[config.mk]
export PLATFORM = sky130hd
export DESIGN_NAME = cmoc_mix_top
export DESIGN_NICKNAME = d
export VERILOG_FILES = /design/src/common/cmoc_pkg.sv /design/src/rtl/cmoc_mix_top.sv
export SDC_FILE = /design/constraint.sdc
export NUM_CORES = 1
export LEC_CHECK = 0
export ABC_AREA = 1
export BUFFER_PORTS_ARGS = -buffer_cell sky130_fd_sc_hd__buf_2
export CAP_MARGIN = 20
export CORE_ASPECT_RATIO = 0.5
export CORE_MARGIN = 10
export CORE_UTILIZATION = 34
export CTS_CLUSTER_DIAMETER = 50
export DETAILED_ROUTE_END_ITERATION = 16
export SYNTH_ARGS = -nofsm -noshare
export SYNTH_HDL_FRONTEND = slang
export SYNTH_SLANG_ARGS = --single-unit
[constraint.sdc]
create_clock -name mclk -period 3.6 [get_ports mclk]
set_input_delay 0.54 -clock mclk [delete_from_list [all_inputs] [get_ports mclk]]
set_output_delay 0.54 -clock mclk [all_outputs]
set_load 0.1 [all_outputs]
[src/common/cmoc_pkg.sv]
/*
  Constants for the channel mix and output configuration block: bus offsets,
  control word field positions, reset values and PWM rate codes.
  Assumes the upper half (bits 63 to 32) of the 64-bit control word is held
  in one 32-bit staging register whose bit 0 is control bit 32.
*/
// Contract
// - Mix selection from control bits 46-49.
// - Upper mix bits pick left source.
// - Lower mix bits pick right source.
// - Mix selection resets to 1001.
// - Bit 50 gates the bridge drive.
// - Bridge drive cleared after reset.
// - N compensation resets 00000, tune 00000-01000.
// - P compensation resets 10000, tune 01000-10000.
// - P bits 51-55, N bits 56-60.
// - Bit 61 auto low power, gates silence.
// - Bit 62 selects modulator speed.
// - Bit 63 selects PWM method.
// - Speed and method set the PWM rate.
package cmoc_pkg;

  // ----------------------------------------------------------------
  // Register offsets (byte addresses)
  // ----------------------------------------------------------------
  localparam logic [3:0] ADDR_STAGE  = 4'h0;  // Staging of control bits 63..32.
  localparam logic [3:0] ADDR_COMMIT = 4'h4;  // Any write applies the staged word.
  localparam logic [3:0] ADDR_ACTIVE = 4'h8;  // Active control bits 63..32.
  localparam logic [3:0] ADDR_STATUS = 4'hC;  // Rate code, silence, FIFO level.

  // ----------------------------------------------------------------
  // Control word fields
  // ----------------------------------------------------------------
  localparam int CW_BASE   = 32;  // Control bit held in staging bit 0.
  localparam int MIX_LSB   = 46;  // Mix selection, four bits.
  localparam int BRIDGE    = 50;  // Bridge drive enable.
  localparam int PCOMP_LSB = 51;  // P-channel compensation, five bits.
  localparam int NCOMP_LSB = 56;  // N-channel compensation, five bits.
  localparam int ALP_BIT   = 61;  // Auto low power enable.
  localparam int SPD_BIT   = 62;  // Modulator speed.
  localparam int PWM_BIT   = 63;  // PWM method.

  // ----------------------------------------------------------------
  // Reset values
  // ----------------------------------------------------------------
  localparam logic [3:0] MIX_RST   = 4'h9;   // Left from left, right from right.
  localparam logic [4:0] PCOMP_RST = 5'h10;  // P compensation default.
  localparam logic [4:0] NCOMP_RST = 5'h00;  // N compensation default.
  localparam logic [31:0] CW_RST =
    (32'(MIX_RST) << (MIX_LSB - CW_BASE)) |
    (32'(PCOMP_RST) << (PCOMP_LSB - CW_BASE)) |
    (32'(NCOMP_RST) << (NCOMP_LSB - CW_BASE));

  // ----------------------------------------------------------------
  // Source selection and PWM rate codes
  // ----------------------------------------------------------------
  localparam logic [1:0] SRC_MUTE  = 2'h0;  // Silence.
  localparam logic [1:0] SRC_RIGHT = 2'h1;  // Right input.
  localparam logic [1:0] SRC_LEFT  = 2'h2;  // Left input.
  localparam logic [1:0] SRC_AVG   = 2'h3;  // Halved sum of both inputs.
  localparam logic [1:0] RATE_500K = 2'h0;  // 500 kHz.
  localparam logic [1:0] RATE_1M   = 2'h1;  // 1 MHz.
  localparam logic [1:0] RATE_2M   = 2'h2;  // 2 MHz.

endpackage

[src/rtl/cmoc_mix_top.sv]
/*
  Channel mixer and output stage configuration with an Avalon-MM slave,
  plus the sample FIFO that follows the mixer.
  Assumes one clock, samples synchronous to mclk, and a bus master that
  holds each request until it sees waitrequest low.
*/
// The register addresses and register access over Avalon-MM were chosen for this implementation.

// ------------------------------------------------------------------
// Sample FIFO with a registered head word
// ------------------------------------------------------------------
module cmoc_fifo #(
  parameter int W = 48,  // Word width.
  parameter int D = 8    // Depth of the array.
) (
  input  wire logic         mclk,     // Clock.
  input  wire logic         rst_b,    // Asynchronous reset, active low.
  input  wire logic         s_valid,  // Word offered.
  output logic              s_ready,  // Room for a word.
  input  wire logic [W-1:0] s_data,   // Word in.
  output logic              m_valid,  // Head word valid.
  input  wire logic         m_ready,  // Head word taken.
  output logic [W-1:0]      m_data,   // Head word.
  output logic [7:0]        level     // Words held in the array.
);
  localparam int AW = $clog2(D);

  logic [W-1:0] mem [D];              // Storage.
  logic [AW-1:0] wr_reg, wr_next;     // Write pointer.
  logic [AW-1:0] rd_reg, rd_next;     // Read pointer.
  logic [AW:0]   cnt_reg, cnt_next;   // Fill count.
  logic          rdy_reg, rdy_next;   // Room flag.
  logic          mv_reg, mv_next;     // Head valid.
  logic [W-1:0]  md_reg, md_next;     // Head data.
  logic          push;                // Word accepted.
  logic          pop;                 // Word moved to head.

  // Next pointers, count and head; ready falls as soon as the array fills.
  always_comb begin
    push     = s_valid & rdy_reg;
    pop      = (cnt_reg != '0) & (~mv_reg | m_ready);
    wr_next  = wr_reg;
    rd_next  = rd_reg;
    if (push) begin
      wr_next = (wr_reg == AW'(D - 1)) ? '0 : wr_reg + 1'b1;
    end
    if (pop) begin
      rd_next = (rd_reg == AW'(D - 1)) ? '0 : rd_reg + 1'b1;
    end
    cnt_next = cnt_reg + (AW + 1)'(push) - (AW + 1)'(pop);
    rdy_next = (cnt_next != (AW + 1)'(D));
    mv_next  = pop ? 1'b1 : (m_ready ? 1'b0 : mv_reg);
    md_next  = pop ? mem[rd_reg] : md_reg;
  end

  // Registers the FIFO state.
  always_ff @(posedge mclk or negedge rst_b) begin
    if (!rst_b) begin
      wr_reg  <= '0;
      rd_reg  <= '0;
      cnt_reg <= '0;
      rdy_reg <= 1'b0;
      mv_reg  <= 1'b0;
      md_reg  <= '0;
    end else begin
      wr_reg  <= wr_next;
      rd_reg  <= rd_next;
      cnt_reg <= cnt_next;
      rdy_reg <= rdy_next;
      mv_reg  <= mv_next;
      md_reg  <= md_next;
    end
  end

  // Array write; the array has no reset.
  always_ff @(posedge mclk) begin
    if (push) begin
      mem[wr_reg] <= s_data;
    end
  end

  assign s_ready = rdy_reg;
  assign m_valid = mv_reg;
  assign m_data  = md_reg;
  assign level   = 8'(cnt_reg);
endmodule

// ------------------------------------------------------------------
// Top: register slave, configuration and mixer
// ------------------------------------------------------------------
module cmoc_mix_top import cmoc_pkg::*; #(
  parameter int SW = 24,  // Sample width.
  parameter int FD = 8    // FIFO depth.
) (
  input  wire logic          mclk,              // Clock, 100 MHz.
  input  wire logic          rst_b,             // Asynchronous reset, active low.
  input  wire logic [3:0]    avs_address,       // Byte address.
  input  wire logic          avs_read,          // Read request.
  input  wire logic          avs_write,         // Write request.
  input  wire logic [31:0]   avs_writedata,     // Write data.
  input  wire logic [3:0]    avs_byteenable,    // Byte lanes.
  output logic [31:0]        avs_readdata,      // Read data.
  output logic               avs_waitrequest,   // Stall.
  input  wire logic          in_valid,          // Sample pair offered.
  output logic               in_ready,          // Sample pair accepted.
  input  wire logic [SW-1:0] in_left,           // Left input, signed.
  input  wire logic [SW-1:0] in_right,          // Right input, signed.
  output logic               out_valid,         // Mixed pair valid.
  input  wire logic          out_ready,         // Mixed pair taken.
  output logic [SW-1:0]      out_left,          // Left output.
  output logic [SW-1:0]      out_right,         // Right output.
  input  wire logic          silence_req,       // Digital silence wanted.
  output logic               silence_active,    // Digital silence granted.
  output logic               bridge_en,         // H-bridge drive enable.
  output logic [4:0]         pcomp,             // P-channel compensation.
  output logic [4:0]         ncomp,             // N-channel compensation.
  output logic               auto_low_power_enable, // Auto low power.
  output logic               pwm_speed,         // 1 is high speed.
  output logic               pwm_method,        // 1 is second method.
  output logic [1:0]         pwm_rate           // Rate code.
);
  logic [31:0] stage_reg, stage_next;    // Staged upper control word.
  logic [31:0] act_reg, act_next;        // Active upper control word.
  logic [1:0]  rate_reg, rate_next;      // Active rate code.
  logic        wait_reg, wait_next;      // Waitrequest.
  logic [31:0] rdata_reg, rdata_next;    // Read data.
  logic        sil_reg, sil_next;        // Silence grant.
  logic        acc;                      // Request present.
  logic        take;                     // Request completes this edge.
  logic        commit;                   // Staged word applied this edge.
  logic [7:0]  level;                    // FIFO fill.
  logic [3:0]  mix_sel;                  // Active mix selection.
  logic [SW-1:0] avg;                    // Halved sum.
  logic [SW:0] sum;                      // Widened sum.
  logic [SW-1:0] mix_l, mix_r;           // Mixed samples.
  logic [1:0]  sel_l, sel_r;             // Source picks.

  // ----------------------------------------------------------------
  // Register slave and configuration
  // ----------------------------------------------------------------

  // Each request waits one cycle, then completes with waitrequest low.
  always_comb begin
    acc        = avs_read | avs_write;
    take       = acc & ~wait_reg;
    wait_next  = ~(acc & wait_reg);
    stage_next = stage_reg;
    act_next   = act_reg;
    rate_next  = rate_reg;
    rdata_next = rdata_reg;
    commit     = 1'b0;
    if (acc & wait_reg & avs_read) begin
      case (avs_address)
        ADDR_STAGE:  rdata_next = stage_reg;
        ADDR_ACTIVE: rdata_next = act_reg;
        ADDR_STATUS: rdata_next = {21'h000000, level, sil_reg, rate_reg};
        default:     rdata_next = 32'h00000000;  // Unmapped reads zero.
      endcase
    end
    if (take & avs_write) begin
      case (avs_address)
        ADDR_STAGE: begin
          for (int b = 0; b < 4; b++) begin
            if (avs_byteenable[b]) begin
              stage_next[8*b +: 8] = avs_writedata[8*b +: 8];
            end
          end
        end
        ADDR_COMMIT: commit = 1'b1;
        default: commit = 1'b0;  // Unmapped writes are ignored.
      endcase
    end
    if (commit) begin
      act_next = stage_reg;
      case ({stage_reg[SPD_BIT - CW_BASE], stage_reg[PWM_BIT - CW_BASE]})
        2'b00:   rate_next = RATE_500K;
        2'b11:   rate_next = RATE_2M;
        default: rate_next = RATE_1M;
      endcase
    end
    sil_next = silence_req & act_reg[ALP_BIT - CW_BASE];
  end

  // Registers the slave and configuration state.
  always_ff @(posedge mclk or negedge rst_b) begin
    if (!rst_b) begin
      stage_reg <= CW_RST;
      act_reg   <= CW_RST;
      rate_reg  <= RATE_500K;
      wait_reg  <= 1'b1;
      rdata_reg <= 32'h00000000;
      sil_reg   <= 1'b0;
    end else begin
      stage_reg <= stage_next;
      act_reg   <= act_next;
      rate_reg  <= rate_next;
      wait_reg  <= wait_next;
      rdata_reg <= rdata_next;
      sil_reg   <= sil_next;
    end
  end

  assign avs_readdata    = rdata_reg;
  assign avs_waitrequest = wait_reg;
  assign silence_active  = sil_reg;
  assign bridge_en = act_reg[BRIDGE - CW_BASE];
  assign pcomp = act_reg[PCOMP_LSB - CW_BASE +: 5];
  assign ncomp = act_reg[NCOMP_LSB - CW_BASE +: 5];
  assign auto_low_power_enable = act_reg[ALP_BIT - CW_BASE];
  assign pwm_speed  = act_reg[SPD_BIT - CW_BASE];
  assign pwm_method = act_reg[PWM_BIT - CW_BASE];
  assign pwm_rate   = rate_reg;

  // ----------------------------------------------------------------
  // Mixer
  // ----------------------------------------------------------------

  // Picks each output source from the active selection per sample pair.
  always_comb begin
    mix_sel = act_reg[MIX_LSB - CW_BASE +: 4];
    sel_l   = mix_sel[3:2];
    sel_r   = mix_sel[1:0];
    sum = {in_left[SW-1], in_left} + {in_right[SW-1], in_right};
    avg = sum[SW:1];
    case (sel_l)
      SRC_RIGHT: mix_l = in_right;
      SRC_LEFT:  mix_l = in_left;
      SRC_AVG:   mix_l = avg;
      default:   mix_l = '0;
    endcase
    case (sel_r)
      SRC_RIGHT: mix_r = in_right;
      SRC_LEFT:  mix_r = in_left;
      SRC_AVG:   mix_r = avg;
      default:   mix_r = '0;
    endcase
  end

  // Holds mixed pairs; back-pressure reaches the source through in_ready.
  cmoc_fifo #(.W(2 * SW), .D(FD)) u_fifo (
    .mclk    (mclk),
    .rst_b   (rst_b),
    .s_valid (in_valid),
    .s_ready (in_ready),
    .s_data  ({mix_l, mix_r}),
    .m_valid (out_valid),
    .m_ready (out_ready),
    .m_data  ({out_left, out_right}),
    .level   (level)
  );

  // ----------------------------------------------------------------
  // Assertions
  // ----------------------------------------------------------------
  property p_commit_mix;
    @(posedge mclk) disable iff (!rst_b)
      commit |=> mix_sel == $past(stage_reg[MIX_LSB - CW_BASE +: 4]);
  endproperty
  a_commit_mix: assert property (p_commit_mix) else $error("mix not applied");

  property p_left_src;
    @(posedge mclk) disable iff (!rst_b)
      (sel_l == SRC_MUTE) |-> mix_l == '0;
  endproperty
  a_left_src: assert property (p_left_src) else $error("left not muted");

  property p_right_src;
    @(posedge mclk) disable iff (!rst_b)
      (sel_r == SRC_RIGHT) |-> mix_r == in_right;
  endproperty
  a_right_src: assert property (p_right_src) else $error("right source wrong");

  property p_avg;
    @(posedge mclk) disable iff (!rst_b)
      (sel_l == SRC_AVG) |-> int'($signed(mix_l)) == ((int'($signed(in_left)) + int'($signed(in_right))) >>> 1);
  endproperty
  a_avg: assert property (p_avg) else $error("average wrong");

  property p_bridge;
    @(posedge mclk) disable iff (!rst_b)
      commit |=> bridge_en == $past(stage_reg[BRIDGE - CW_BASE]);
  endproperty
  a_bridge: assert property (p_bridge) else $error("bridge not applied");

  property p_hold;
    @(posedge mclk) disable iff (!rst_b)
      !commit |=> $stable(act_reg);
  endproperty
  a_hold: assert property (p_hold) else $error("config changed early");

  property p_rate;
    @(posedge mclk) disable iff (!rst_b)
      commit |=> pwm_rate == ((pwm_speed & pwm_method) ? RATE_2M :
                              (pwm_speed | pwm_method) ? RATE_1M : RATE_500K);
  endproperty
  a_rate: assert property (p_rate) else $error("rate wrong");

  property p_silence;
    @(posedge mclk) disable iff (!rst_b)
      silence_active |-> $past(auto_low_power_enable) && $past(silence_req);
  endproperty
  a_silence: assert property (p_silence) else $error("silence without low power");

  property p_method;
    @(posedge mclk) disable iff (!rst_b)
      commit ##1 !commit |-> pwm_method == $past(stage_reg[PWM_BIT - CW_BASE], 2);
  endproperty
  a_method: assert property (p_method) else $error("method wrong");
endmodule

# Word level (Yosys, flattened, before mapping)
# Memories as Yosys holds them, arrays and structs flattened. A register that Yosys moved wholly into a read port is not among the register bits.
# Index checks and enable logic that the tools add are counted.
[word_totals] ff_bits=112 ramBits=384 word_cells=66 memories=1
[mem_list] memory="u_fifo.mem" words=8 word_bits=48 rd=1 rd_clocked_by_memory_dff=1 write_ports=1 line_no="cmoc_mix_top.sv:28" text="logic [W-1:0] mem [D];"
[classes] addsub=5 eq_ne=13 muxes=12 bitwise_logic=12 n_reduce_logical=9
[op_table] cell="$pmux W24 S3" n=2
[op_table] cell="$pmux W32 S3" n=1
[op_table] cell="$add A24 B24 Y25" n=1
[op_table] cell="$reduce_and A3 Y1" n=4
[op_table] cell="$eq A2 B2 Y1 const B" n=5
[op_table] cell="$eq A4 B4 Y1 const B" n=2
[op_table] cell="$and A1 B1 Y1" n=7
[op_table] cell="$add A3 B1 Y3 const B" n=2
[op_table] cell="$eq A3 B3 Y1 const B" n=2
[op_table] cell="$mux W1" n=6
[op_table] cell="$mux W3" n=2
[op_table] cell="$add A4 B1 Y4" n=1
[op_table] cell="$eq A2 B1 Y1 const B" n=2
[op_table] cell="$eq A4 B3 Y1 const B" n=1
[op_table] cell="$logic_not A4 Y1" n=1
[op_table] cell="$ne A4 B4 Y1 const B" n=1
[op_table] cell="$pmux W2 S2" n=1
[op_table] cell="$reduce_bool A4 Y1" n=1
[op_table] cell="$sub A4 B1 Y4" n=1
[op_table] cell="$not A1 Y1" n=3
[op_table] cell="$logic_not A2 Y1" n=1
[op_table] cell="$or A1 B1 Y1" n=2
[op_table] cell="$reduce_bool A2 Y1" n=1
[op_table] cell="$logic_not A1 Y1" n=1

# Logic depth before layout (Yosys ltp)
[logic_depth] ltp_word=5 ltp_mapped=12

# Cells and area by module
# Synthesis repeated with hierarchy kept, for this count alone.
[unflattened] hier_cells=2840 area_unflattened_um2=25577.0
[by_module_without_submodules] module="cmoc_fifo" instances=1 cells_per_inst=1753 area_per_inst_um2=18519.0 seq_area_each_um2=13032.5
[by_module_without_submodules] module="cmoc_mix_top" instances=1 cells_per_inst=1087 area_per_inst_um2=7058.0 seq_area_each_um2=2511.2

# Least setup slack after synthesis
# No wires, ideal clock.
[synth_timing] path_type="reg-to-reg" startpoint="register u_fifo.rdy_reg (netlist: u_fifo.s_ready)" endpoint="memory u_fifo.mem[0][0], enable pin" setup_ns=0.454 arrival_time_ns=3.444 path_slack_ns=-0.298 stages_incl_launch_ff=4 n_path_buf=0 path_cell_list="dfrtp_1 > nand2_1 > or2_2 > nor2_1"
[synth_via] elab_chain_len=3
[synth_lines] element="from (decl)" line_no="cmoc_mix_top.sv:32" text="logic rdy_reg, rdy_next;"
[synth_lines] element="from (signal assigned)" line_no="cmoc_mix_top.sv:69" text="rdy_reg <= rdy_next;"
[synth_lines] element="$and A1 B1 Y1" line_no="cmoc_mix_top.sv:40" text="push = s_valid & rdy_reg;"
[synth_lines] element="$mux W1" line_no="cmoc_mix_top.sv:77" text="if (push) begin"
[synth_lines] element="$mux W1 (not written as such)" line_no="cmoc_mix_top.sv:78" text="mem[wr_reg] <= s_data;"
[synth_lines] element="to (decl)" line_no="cmoc_mix_top.sv:28"
# No other way between the ends.

# Worst setup path in the final report
[layout_timing] startpoint="input port in_left[5]" endpoint="memory u_fifo.mem[0][34], data pin"
[layout_via] elab_chain_len=2
[layout_lines] element="from (decl)" line_no="cmoc_mix_top.sv:106" text="input wire logic [SW-1:0] in_left,"
[layout_lines] element="$add A24 B24 Y25" line_no="cmoc_mix_top.sv:223" text="sum = {in_left[SW-1], in_left} + {in_right[SW-1], in_right};"
[layout_lines] element="$pmux W24 S3" line_no="cmoc_mix_top.sv:225" text="case (sel_l)"
[layout_lines] element="via mix_l[10]" line_no="cmoc_mix_top.sv:135" text="logic [SW-1:0] mix_l, mix_r;"
# The timed path passes the listed nets, and every way through them passes these cells.

==> metrics.txt <==
outcome completed; first-pass GRT wire length around 110000 µm; RSZ-0062 raised after global routing false; Hold Fails Final Rpt 0; total core area just over 70000 µm²; commonest non-fill, non-tap cell in the layout nand2_1; CTS H-tree depth 2; Reg clk slew, reported paths 0.06 ns; Avg Cell Area, Syn ~10 µm²; most flop-heavy register u_fifo.mem; minimum clock period after layout between 2 and 2.5 ns; Setup Fix Bufs, Post-CTS 0; cell mode on critical path nand2_1; Mapped Cells around 2300; DIE HEIGHT 209 µm; static leakage between 10 and 15 nW; antenna-violating nets left 0; CP max stage delay approximately 0.45 ns; Final setup viols 0; post-cts resize count 0; Root Driver clkbuf_16; Slew Limit Fails 0; setup TNS 0 ns; max FFs per register 384; Ys Warns 0; slew margin rel. 0.353; maximum vdd drop roughly 720 µV; crit path kind in -> reg; DR pass1 iterations 6; Data arrival, critical path between 2 and 3 ns; highest-delay cell along the critical path ha_1; ys flop type edfxtp_1; IO buf count ~190; Via Count approximately 17000; Post-synth ARST share 0.294; fraction of the cycle the final worst path needs 0.645; FP Rows between 60 and 70; # Max-Cap Violations 0; crit-path cells buf_2, ha_1, nand2_1, nor2_1, nand2_1, nand2_1, nand2_1, nand2_1, nand2_1, nand3_1, nand3_1; routed len/inst around 20 µm; Least-Margin Pin Slew 0.971 ns; register bit total from synthesis 544; Syn Nets around 2400; commonest cells after routing, fill and taps aside 539 x nand2_1, 384 x edfxtp_1, 273 x nor2_1; CP Launch Type input pin; number of buffers created by CTS 53; Reg area 15600 µm²; Seq/Total Area, Yosys 0.643; Mapped Area between 20000 and 25000 µm²; initial antenna violation count 3; GRT Total Usage 0.164; Vias/cell 4.99; clock latency on the worst-skew pair a little over 0.6 ns; Data required, critical path approximately 3.8 ns; CTS Hold Buffers Added 0; hpwl dp approximately 44000 µm; CTS max path bufs 3; # fillers around 6800; fin nets ~2600; fmax roughly 430 MHz; Synth cell types 38; Pwr Density between 800 and 900 nW/µm²; Starting Density 0.342; Area growth, synth to finish 16.2%; CTS tree yes; routability cong. ~0.97; critical path fanouts, max 8; I/O pin cnt ~200; die footprint roughly 83000 µm²; final WL slightly below 70000 µm; Clock Skew ~0.022 ns; vias in the first global route 17100; ratio of cells with drive above 1 in the final layout 0.145; DRC 0; EDFF count, synth roughly 380; gr ovfl total 0; HP Class in -> async; Clock Sinks around 540; footprint of the multi-input gates ~7400 µm²; number of DRC markers in iteration 0 1480; pin count of the biggest net entering global routing roughly 200; worst hold margin between 0.05 and 0.06 ns; die width 397 µm; Setup crit end kind flop
## cells by family after synthesis
group	after synthesis	share of synthesized area
and+or+nand+nor	961	0.160
AOI/OAI and AO/OA	421	0.106
buffers and inverters	310	0.0556
xor gates and xnor gates	9	0.00326
DFF	544	0.643
muxes	35	0.0146
adders and majority gates	35	0.0187
## area by class of cell
type	instances	area share
multi-input cells	1461	0.262
clock buffers	85	0.0558
inverters	187	0.0251
repair buffers	237	0.0539
diodes	1	0.0000890
well taps	958	0.0426
clock inverters	14	0.00752
flip-flops and latches	544	0.553
## worst max-delay path, delay by kind of cell
kind,cells,cell delay [ns]
fa+ha+maj,1,0.45
buf+inv,1,0.12
simple gates,9,1.43
## layer usage
metal / global-route usage / part of all wire / vias to the layer above
met5: 0 / 0.00032 / -
met4: 0.0458 / 0.023 / 4
met3: 0.0307 / 0.066 / 108
met2: 0.274 / 0.47 / 595
met1: 0.216 / 0.44 / 8436
li1: - / - / 8257
## per-stage QoR
stage                util  setup WS [ns]  std cells  total power [W]  area, µm²
floorplan               -         -0.298       2315           0.0161      24200
global placement    0.372          0.671       3387           0.0186      26300
detailed placement  0.372          0.703       3387           0.0188      26300
CTS                 0.398           1.30       3486           0.0245      28100
global route        0.398           1.15       3487           0.0256      28100
finish              0.398           1.28       3487           0.0243      28100
## path summary, 6_finish.rpt
path	from	to	cells past startpoint	slack [ns]
max	in_left[5]	u_fifo.mem[0][34]$_DFFE_PP_	11	1.28
min	rst_b	stage_reg[2]$_DFFE_PN0P_	1	0.05
max reg2reg	u_fifo.cnt_reg[2]$_DFF_PN0_	u_fifo.m_data[11]$_DFFE_PN0N_	8	1.32
min reg2reg	avs_readdata[13]$_DFFE_PN0P_	avs_readdata[13]$_DFFE_PN0P_	2	0.47
max in group asynchronous	rst_b	stage_reg[23]$_DFFE_PN1P_	2	2.71
min in group mclk	avs_read	avs_waitrequest$_DFF_PN1_	2	0.11
## where the power goes
group          switching (W)  leakage [nW]  total, W  internal (W)
logic                0.00739          5.19   0.00954       0.00214
clock network        0.00244         0.864   0.00567       0.00323
registers           0.000569          5.47   0.00907       0.00850
total                 0.0104          11.5    0.0243        0.0139
## Yosys cell counts (all sizes together), types with 2 or more instances
cell type | count | area, µm²
mux2 | 2 | 22.5
xor2 | 6 | 52.6
inv | 187 | 704
o21ai | 290 | 1450
buf | 63 | 415
nand3b | 10 | 75.1
nor3 | 3 | 15.0
xnor2 | 3 | 26.3
o221ai | 41 | 359
o22ai | 20 | 125
o32ai | 15 | 244
a21oi | 20 | 100
nor2 | 288 | 1100
nand3 | 107 | 546
clkbuf | 60 | 225
and2 | 2 | 12.5
nand4 | 7 | 43.8
or2 | 4 | 25.0
dfstp | 7 | 184
fa | 2 | 40.0
ha | 33 | 413
dfrtp | 153 | 3830
nand2 | 539 | 2020
o211ai | 33 | 248
mux2i | 33 | 330
edfxtp | 384 | 11500
(Power assumes the default switching activity.)
